### src/guard_monitor_pkg.sv
// constants and types shared by the guard input monitor
`default_nettype none
package guard_monitor_pkg;
  // system clock rate
  localparam int CLOCK_HZ = 10_000_000;
  // closed-to-open debounce in milliseconds and in cycles
  localparam int DEBOUNCE_MS = 6;
  localparam int DEBOUNCE_CYCLES = (DEBOUNCE_MS * CLOCK_HZ + 999) / 1000;
  // open-to-closed filter, short, in cycles
  localparam int CLOSE_FILTER_CYCLES = 16;
  // both-open time before the cross-short check, seconds and cycles
  localparam int CROSS_OPEN_S = 2;
  localparam int CROSS_OPEN_CYCLES = CROSS_OPEN_S * CLOCK_HZ + 1;
  // test pulse period and low width in cycles
  localparam int PULSE_PERIOD_CYCLES = 1000;
  localparam int PULSE_WIDTH_CYCLES = 5;
  // values after reset
  localparam logic SEEN_RESET = 1'b1;
  localparam logic [1:0] OUTPUTS_RESET = 2'b00;
  // wiring options of the input pair
  typedef enum logic [3:0] {
    single_1t, single_2t, single_pnp, dual_2t, dual_3t, dual_pnp, dual_4t,
    compl_2t, compl_pnp, compl_x2
  } wiring_t;
  // supervisor states
  typedef enum logic {st_stop, st_run} guard_state_t;
endpackage
`default_nettype wire

### src/contact_debounce.sv
// asymmetric debounce of one contact channel
`timescale 1ns/1ns
`default_nettype none
module contact_debounce #(
  parameter int OPEN_CYCLES = 60000,
  parameter int CLOSE_CYCLES = 16
) (
  // clock and reset
  input wire logic clock,
  input wire logic rst_n,
  // raw level in, filtered level out (1 = conducting)
  input wire logic raw,
  output logic stable
);
  localparam int CW = $clog2(OPEN_CYCLES + CLOSE_CYCLES + 1);
  localparam logic [CW-1:0] OPEN_LAST = CW'(OPEN_CYCLES - 1);
  localparam logic [CW-1:0] CLOSE_LAST = CW'(CLOSE_CYCLES - 1);
  logic [CW-1:0] count; // cycles the raw level has differed
  logic [CW-1:0] next_count;
  logic next_stable;
  // count a differing level; flip once it held long enough
  always_comb begin
    next_count = '0;
    next_stable = stable;
    if (raw != stable) begin
      if ((stable && count == OPEN_LAST) || (!stable && count == CLOSE_LAST)) begin
        next_stable = raw;
      end else begin
        next_count = count + 1'b1;
      end
    end
  end
  // register the filter
  always_ff @(posedge clock or negedge rst_n) begin
    if (!rst_n) begin
      count <= '0;
      stable <= 1'b0;
    end else begin
      count <= next_count;
      stable <= next_stable;
    end
  end
endmodule // contact_debounce
`default_nettype wire

### src/guard_input_monitor.sv
// dual channel guard input monitor with latched fault handling
`timescale 1ns/1ns
`default_nettype none
module guard_input_monitor
  import guard_monitor_pkg::*;
#(
  parameter int DEBOUNCE = DEBOUNCE_CYCLES,
  parameter int CROSS_OPEN = CROSS_OPEN_CYCLES,
  parameter int PULSE_PERIOD = PULSE_PERIOD_CYCLES,
  parameter int PULSE_WIDTH = PULSE_WIDTH_CYCLES
) (
  // clock and reset
  input wire logic clock,
  input wire logic rst_n,
  // contact inputs, 1 = conducting
  input wire logic contact_a,
  input wire logic contact_b,
  // configuration and reset request
  input wire wiring_t wiring,
  input wire logic reset_req,
  // test pulse drives, low during a test
  output logic test_pulse_a,
  output logic test_pulse_b,
  // safety outputs and status
  output logic [1:0] safety_output_pair,
  output logic reset_blocked,
  output logic discrepancy_fault,
  output logic power_short_fault,
  output logic cross_short_fault,
  output logic complement_fault,
  output logic short_detect_active
);
  localparam int PCW = $clog2(PULSE_PERIOD);
  localparam int OCW = $clog2(CROSS_OPEN + 1);
  localparam logic [PCW-1:0] P_LAST = PCW'(PULSE_PERIOD - 1);
  localparam logic [PCW-1:0] P_WIDTH = PCW'(PULSE_WIDTH);
  localparam logic [PCW-1:0] P_HALF = PCW'(PULSE_PERIOD / 2);
  localparam logic [OCW-1:0] O_LIMIT = OCW'(CROSS_OPEN);
  localparam int PW_CHK = PULSE_WIDTH;
  localparam int PW_NEXT = PULSE_WIDTH + 1;
  // agreement timer of the complementary pair, sized for the debounce time
  localparam int CCW = $clog2(DEBOUNCE + 1);
  localparam logic [CCW-1:0] C_LIMIT = CCW'(DEBOUNCE);

  logic [1:0] raw; // raw contacts
  logic [1:0] db; // debounced contacts
  assign raw = {contact_b, contact_a};
  // one filter per channel
  genvar ch;
  generate
    for (ch = 0; ch < 2; ch++) begin : g_deb
      contact_debounce #(.OPEN_CYCLES(DEBOUNCE), .CLOSE_CYCLES(CLOSE_FILTER_CYCLES)) u_deb (
        .clock(clock), .rst_n(rst_n), .raw(raw[ch]), .stable(db[ch]));
    end
  endgenerate

  // wiring classes
  logic single, compl, pulsed, power_chk, cross_mode;
  assign single = (wiring == single_1t) || (wiring == single_2t) || (wiring == single_pnp);
  assign compl = (wiring == compl_2t) || (wiring == compl_pnp) || (wiring == compl_x2);
  assign power_chk = (wiring == single_2t) || (wiring == dual_3t) || (wiring == dual_4t);
  assign pulsed = power_chk || (wiring == dual_2t);
  // per channel guard-closed reading; complementary wants first open, second closed
  logic ok_a, ok_b, guard_closed;
  assign ok_a = compl ? !db[0] : db[0];
  assign ok_b = single ? 1'b1 : db[1];
  assign guard_closed = ok_a && ok_b;

  // registered state
  guard_state_t state, next_state;
  logic seen_a, seen_b, next_seen_a, next_seen_b; // channel opened since last reset acceptance or fault
  logic closed_prev, next_closed_prev;
  logic [OCW-1:0] open_cnt, next_open_cnt; // both-open duration
  logic [CCW-1:0] same_cnt, next_same_cnt; // cycles the complementary pair agrees
  logic [PCW-1:0] pulse_cnt, next_pulse_cnt;
  logic next_disc, next_power, next_cross, next_compl;
  logic next_pulse_a, next_pulse_b, next_blocked, next_active;
  logic [1:0] next_outputs;
  // event terms
  logic end_a, end_b, ev_power, ev_cross, ev_compl, ev_disc, accept, any_fault;
  assign cross_mode = (wiring == dual_4t) ||
    (((wiring == dual_2t) || (wiring == dual_3t)) && open_cnt == O_LIMIT);
  // last low cycle of each test pulse
  assign end_a = !test_pulse_a && pulse_cnt == P_WIDTH - 1'b1;
  assign end_b = !test_pulse_b && pulse_cnt == P_HALF + P_WIDTH - 1'b1;
  // a closed contact still conducting at pulse end means a foreign supply
  assign ev_power = power_chk && ((end_a && db[0] && contact_a) ||
    (!single && end_b && db[1] && contact_b));
  // both lines high while only one is pulsed low means they are joined
  assign ev_cross = cross_mode && contact_a && contact_b && (test_pulse_a != test_pulse_b);
  // equal levels must outlast the debounce time, so a normal changeover never trips
  assign ev_compl = compl && (db[0] == db[1]) && same_cnt == C_LIMIT;
  // closing again without both channels having opened
  assign ev_disc = !single && state == st_stop && guard_closed && !closed_prev &&
    !(seen_a && seen_b);
  assign any_fault = ev_power || ev_cross || ev_compl || ev_disc;
  assign accept = state == st_stop && reset_req && guard_closed && seen_a && seen_b &&
    !any_fault;

  // next-state logic of the supervisor, fault latches and test pulses
  always_comb begin
    next_state = state;
    next_seen_a = seen_a || !ok_a;
    next_seen_b = single || seen_b || !ok_b;
    next_closed_prev = guard_closed;
    // faults stick; a new event wins over the clear at reset acceptance
    next_disc = (discrepancy_fault && !accept) || ev_disc;
    next_power = (power_short_fault && !accept) || ev_power;
    next_cross = (cross_short_fault && !accept) || ev_cross;
    next_compl = (complement_fault && !accept) || ev_compl;
    // both-open timer, saturating
    if (!single && !ok_a && !ok_b) begin
      next_open_cnt = (open_cnt == O_LIMIT) ? open_cnt : open_cnt + 1'b1;
    end else begin
      next_open_cnt = '0;
    end
    // complementary agreement timer, saturating; cleared when the levels differ
    if (compl && db[0] == db[1]) begin
      next_same_cnt = (same_cnt == C_LIMIT) ? same_cnt : same_cnt + 1'b1;
    end else begin
      next_same_cnt = '0;
    end
    // free running pulse phase
    next_pulse_cnt = (pulse_cnt == P_LAST) ? '0 : pulse_cnt + 1'b1;
    unique case (state)
      // any open channel or fault stops at once
      st_run: begin
        if (!guard_closed || any_fault) begin
          next_state = st_stop;
        end
      end
      // stay off until cycled and asked
      st_stop: begin
        if (accept) begin
          next_state = st_run;
        end
      end
    endcase
    // a fault demands a fresh open-close of both channels
    if (any_fault || accept) begin
      next_seen_a = 1'b0;
      next_seen_b = single;
    end
    // outputs follow the coming state
    next_outputs = (next_state == st_run) ? 2'b11 : 2'b00;
    next_blocked = !(next_seen_a && next_seen_b);
    // staggered low pulses on the channels that are pulse tested
    next_pulse_a = !(pulsed && next_pulse_cnt < P_WIDTH);
    next_pulse_b = !(pulsed && !single && next_pulse_cnt >= P_HALF &&
      next_pulse_cnt < P_HALF + P_WIDTH);
    // power-short detection claimed only where it exists
    next_active = power_chk;
  end

  // register everything
  always_ff @(posedge clock or negedge rst_n) begin
    if (!rst_n) begin
      state <= st_stop;
      seen_a <= SEEN_RESET;
      seen_b <= SEEN_RESET;
      closed_prev <= 1'b0;
      open_cnt <= '0;
      same_cnt <= '0;
      // last phase, so the first pulse after reset has its full width
      pulse_cnt <= P_LAST;
      discrepancy_fault <= 1'b0;
      power_short_fault <= 1'b0;
      cross_short_fault <= 1'b0;
      complement_fault <= 1'b0;
      safety_output_pair <= OUTPUTS_RESET;
      reset_blocked <= 1'b0;
      test_pulse_a <= 1'b1;
      test_pulse_b <= 1'b1;
      short_detect_active <= 1'b0;
    end else begin
      state <= next_state;
      seen_a <= next_seen_a;
      seen_b <= next_seen_b;
      closed_prev <= next_closed_prev;
      open_cnt <= next_open_cnt;
      same_cnt <= next_same_cnt;
      pulse_cnt <= next_pulse_cnt;
      discrepancy_fault <= next_disc;
      power_short_fault <= next_power;
      cross_short_fault <= next_cross;
      complement_fault <= next_compl;
      safety_output_pair <= next_outputs;
      reset_blocked <= next_blocked;
      test_pulse_a <= next_pulse_a;
      test_pulse_b <= next_pulse_b;
      short_detect_active <= next_active;
    end
  end

  // checks beside the logic
  a_open_stops: assert property (@(posedge clock) disable iff (!rst_n)
    !guard_closed |=> safety_output_pair == 2'b00) else $error("outputs on with channel open");
  a_uncycled_off: assert property (@(posedge clock) disable iff (!rst_n)
    (state == st_stop && !(seen_a && seen_b)) |=> safety_output_pair == 2'b00)
    else $error("outputs on without full cycle");
  a_cycle_reset: assert property (@(posedge clock) disable iff (!rst_n)
    (state == st_stop && reset_req && guard_closed && seen_a && seen_b && !any_fault)
    |=> safety_output_pair == 2'b11 && !discrepancy_fault) else $error("cycled reset refused");
  a_disc_latch: assert property (@(posedge clock) disable iff (!rst_n)
    ev_disc |=> discrepancy_fault && reset_blocked) else $error("discrepancy not latched");
  a_fault_holds: assert property (@(posedge clock) disable iff (!rst_n)
    (power_short_fault && !accept) |=> power_short_fault) else $error("fault dropped early");
  a_pulse_low: assert property (@(posedge clock) disable iff (!rst_n)
    $fell(test_pulse_a) |-> !test_pulse_a [*5] ##1 test_pulse_a or PW_CHK != 5)
    else $error("pulse width wrong");
  a_pulse_back: assert property (@(posedge clock) disable iff (!rst_n)
    $fell(test_pulse_a) |-> ##[1:PW_NEXT] test_pulse_a) else $error("pulse never ends");
  a_power_short: assert property (@(posedge clock) disable iff (!rst_n)
    (power_chk && end_a && db[0] && contact_a) |=> power_short_fault && !safety_output_pair[0])
    else $error("power short missed");
  a_no_claim: assert property (@(posedge clock) disable iff (!rst_n)
    (wiring == single_1t || wiring == single_pnp || wiring == dual_pnp) |=>
    !short_detect_active && !power_short_fault || $past(power_short_fault))
    else $error("detection claimed");
  a_cross_open: assert property (@(posedge clock) disable iff (!rst_n)
    (wiring == dual_2t && open_cnt != O_LIMIT && !cross_short_fault) |=> !cross_short_fault)
    else $error("cross check too early");
  a_compl_same: assert property (@(posedge clock) disable iff (!rst_n)
    (compl && db[0] == db[1] && same_cnt == C_LIMIT) |=>
    complement_fault && safety_output_pair == 2'b00)
    else $error("complement fault missed");
  a_compl_early: assert property (@(posedge clock) disable iff (!rst_n)
    (!complement_fault && same_cnt != C_LIMIT) |=> !complement_fault)
    else $error("complement fault too early");
  c_run: cover property (@(posedge clock) disable iff (!rst_n) $rose(safety_output_pair[0]));
  c_disc: cover property (@(posedge clock) disable iff (!rst_n) $rose(discrepancy_fault));
  c_power: cover property (@(posedge clock) disable iff (!rst_n) $rose(power_short_fault));
  c_cross: cover property (@(posedge clock) disable iff (!rst_n) $rose(cross_short_fault));
endmodule // guard_input_monitor
`default_nettype wire

### config.mk
export PLATFORM = sky130hd
export DESIGN_NAME = guard_input_monitor
export DESIGN_NICKNAME = d
export VERILOG_FILES = /design/src/guard_monitor_pkg.sv /design/src/contact_debounce.sv /design/src/guard_input_monitor.sv
export SDC_FILE = /design/constraint.sdc
export NUM_CORES = 1
export LEC_CHECK = 0
export ABC_AREA = 1
export BUFFER_PORTS_ARGS = -buffer_cell sky130_fd_sc_hd__buf_4
export CORE_UTILIZATION = 59
export CTS_CLUSTER_DIAMETER = 120
export DETAILED_ROUTE_END_ITERATION = 12
export GPL_TIMING_DRIVEN = 1
export PLACE_DENSITY = 0.75
export SYNTH_ARGS = -nofsm -noshare
export SYNTH_HDL_FRONTEND = slang
export SYNTH_SLANG_ARGS = --single-unit
### constraint.sdc
create_clock -name clock -period 2.3 [get_ports clock]
set_input_delay 0.115 -clock clock [delete_from_list [all_inputs] [get_ports clock]]
set_output_delay 0.115 -clock clock [all_outputs]
set_load 0.02 [all_outputs]
==> impl_metrics.json <==
{
  "status": "finished, violations left",
  "violations": "DRC",
  "multi_input_area_um2": 2560,
  "dr.pass1.iters": 8,
  "cp_top_family": "simple AND/OR/NAND/NOR gates",
  "synth_xor_area_frac": 0.0369,
  "crit_start": "pulse_cnt[0]",
  "synthesis.nets": 727,
  "synth_area_leader_cell": "dfrtp_1",
  "critPathRequiredTime_ns": 2.58,
  "p_leak_nw": 2.82,
  "p_seq_frac": 0.550,
  "yosys-mux-area-fraction": 0,
  "gr-usage-all-layers": 0.253,
  "ios": 19,
  "start_util": 0.617,
  "cts_buffers": 9,
  "min-delay-start": "contact_b",
  "syn_inst": 710,
  "period_needed_ns": 1.93,
  "hold_viol": 0,
  "die_y_um": 98.2,
  "via_per_inst": 5.46,
  "fp.dieW_um": 98.2,
  "drive_gt1_frac": 0.131,
  "cts_tree": "yes",
  "grt_pass1_wl_mm": 19.7,
  "area_delta_synth_final_pct": 8.89,
  "pre_cts_slack_ns": 0.417,
  "arrival_ns": 2.21,
  "grt_setup_unrepaired": "no",
  "syn_avg_cell_area_um2": 7.69,
  "power.total_mw": 3.32,
  "p_clk_frac": 0.354,
  "max_freq_ghz": 0.519,
  "post-route-period-util": 0.837,
  "synth_area_um2": 5460,
  "ys_types": 38,
  "synth-edff-count": 0,
  "diodes": 0,
  "synth_top_family_by_area": "simple AND/OR/NAND/NOR gates",
  "worst_pin_slew_ns": 0.428,
  "grt_pass1_vias": 4365,
  "final_common_cell": "nand2_1",
  "port_buffers": 18,
  "layout_common_cells": "nand2_1, nor2_1, inv_1",
  "fillers": 733,
  "ys_seq_area_frac": 0.447,
  "crit_chain": "ha_1, nand2_1, inv_2, nand2_1, nor2_2, xor2_1, nor2_1, nor3_1, nand3_1",
  "critical_path_buf_inv_count": 1,
  "wire_per_inst_um": 13.2,
  "hold_path_class": "input port to flop",
  "relSlewSlack": 0.714,
  "core_um2": 8850,
  "setup_tns_ns": 0,
  "final_cells": 848,
  "synthArstFlopShare": 1.00,
  "cts.htree.levels": 3,
  "post-dp-hpwl_mm": 8.59,
  "ys_ff_latch": 97,
  "critPathMaxFanout": 6,
  "worstSetupStartpointType": "flop",
  "critPathKind": "flop to flop",
  "grt_max_degree": 47,
  "ir_drop_mv": 0.363,
  "synthTopCellsByArea": "dfrtp_1, nand2_1, nor2_1",
  "drt-total-wl_mm": 11.2,
  "cp_common_cell": "nand2_1",
  "synth-compound-area-share": 0.0674,
  "r2r-start": "pulse_cnt[0]",
  "finalSetupViolations": 0,
  "skew_ns": 0.0126,
  "vias": 4632,
  "endpoint_kind": "flop",
  "max_cap_viol_count": 0,
  "crit_path_max_incr_delay_ns": 0.58,
  "yosys.area_share.simple": 0.347,
  "power.share.combinational": 0.096,
  "switchingPower_uw": 825,
  "slew_viol_final": 0,
  "powerDensity_nw_per_um2": 558,
  "rows": 34,
  "yosysWarnings": 0,
  "synthFlopType": "dfrtp_1",
  "die_area_um2": 9640,
  "slowest_stage": "dfstp_2",
  "p_int_mw": 2.49,
  "grt.overflow.total": 0,
  "cts_setup_buffers": 0,
  "nNetsFinal": 753,
  "antenna_found_initial": 0,
  "synthAdderAreaFrac": 0.0183,
  "swShare": 0.249,
  "clock_path_buffers": 2,
  "drc_errors": 2,
  "globalplace.congestion": 0.943,
  "clk_pin_slew_worst_paths_ns": 0.09,
  "worst_slack_ns": 0.374,
  "dr.first_iter.drc_count": 161,
  "seqCellArea_um2": 2440,
  "clk_latency_ns": 0.36,
  "ant_nets": 0,
  "dp.cells": 832,
  "synth_top_area_frac": 0.390,
  "cts_root_buf": "clkbuf_8",
  "clock_sinks": 97
}
power groups by stage:
| stage | registers (mW) | clock network [mW] | logic, mW |
|---|---|---|---|
| 2_1_floorplan | 1.86 | 0 | 0.175 |
| 4_1_cts | 1.82 | 1.20 | 0.322 |
| 6_report | 1.82 | 1.17 | 0.320 |
| 5_1_grt | 1.83 | 1.27 | 0.363 |
| 3_3_place_gp | 1.85 | 0 | 0.310 |
| 3_5_place_dp | 1.85 | 0 | 0.319 |
final timing paths:
check                                          end  slack (ns)  cells after the start
hold reg to reg            g_deb[1].u_deb.count[0]        0.46                      1
setup / recovery                      test_pulse_a        0.37                      9
hold / removal               g_deb[1].u_deb.stable        0.01                      3
max in group asynchronous                   seen_b        1.37                      3
min in group asynchronous             open_cnt[22]        0.20                      2
setup reg to reg                      test_pulse_a        0.37                      9
timing repair:
| action | in CTS | in global routing |
|---|---|---|
| hold endpoints to repair | 23 | 0 |
| hold buffers | 1 | 0 |
| setup endpoints to repair | 0 | 0 |
| resized for setup | 0 | 0 |
cell type report:
type                            count  share of cell area
Clock inverter                      6              0.0141
Tap cell                          108              0.0227
Timing Repair Buffer               24              0.0328
Inverter                          107              0.0676
Multi-Input combinational cell    497               0.431
Sequential cell                    97               0.411
Clock buffer                        9              0.0208
stage by stage:
stage / utilization / cell area (µm²) / hold WS [ns]
final: 0.672 / 5950 / 0.0115
after floorplan: - / 5460 / -0.181
after CTS: 0.672 / 5950 / 0.00194
after global routing: 0.672 / 5950 / 0.00931
after global placement: 0.647 / 5730 / 0.0451
after detailed placement: 0.647 / 5730 / 0.0479
cell usage after synthesis, types with 3 or more instances:
cell type	number
nor2_4	4
buf_4	3
nor2_1	102
nand4_1	24
nor2_2	15
dfstp_2	12
inv_1	97
nor3b_1	9
nand4_2	3
ha_1	8
buf_2	6
nor4_1	13
nand3_2	4
nor3_1	27
nand3_1	46
o21a_1	3
or2_2	3
nand2_1	137
xnor2_1	3
dfrtp_1	85
a21oi_1	33
inv_2	9
o21ai_0	16
xor2_1	20
nand2_2	4
o21ai_1	9
logic make-up after synthesis:
logic type,count (synthesis)
compound gates,68
xor+xnor,23
fa+ha+maj,8
buf+inv,116
flops,97
simple gates,398
metal layers:
layer  global-route usage  share of wire  routed length, µm
met1                0.340           0.48               5360
met2                0.427           0.48               5350
met3               0.0286          0.030                337
met4               0.0896          0.016                177
met5                    0              0                  0
tightest hold or removal path, stage by stage:
cell and delay [ns]:
buf_4 0.11, a21oi_1 0.04, nor2_1 0.07
registers in the layout, indices dropped and copies added (netlist names), 2 cells and up:
signal	flops
g_deb.u_deb.count	32
g_deb.u_deb.stable	2
pulse_cnt	10
same_cnt	16
open_cnt	25
Power figures use the tool's default switching activity.
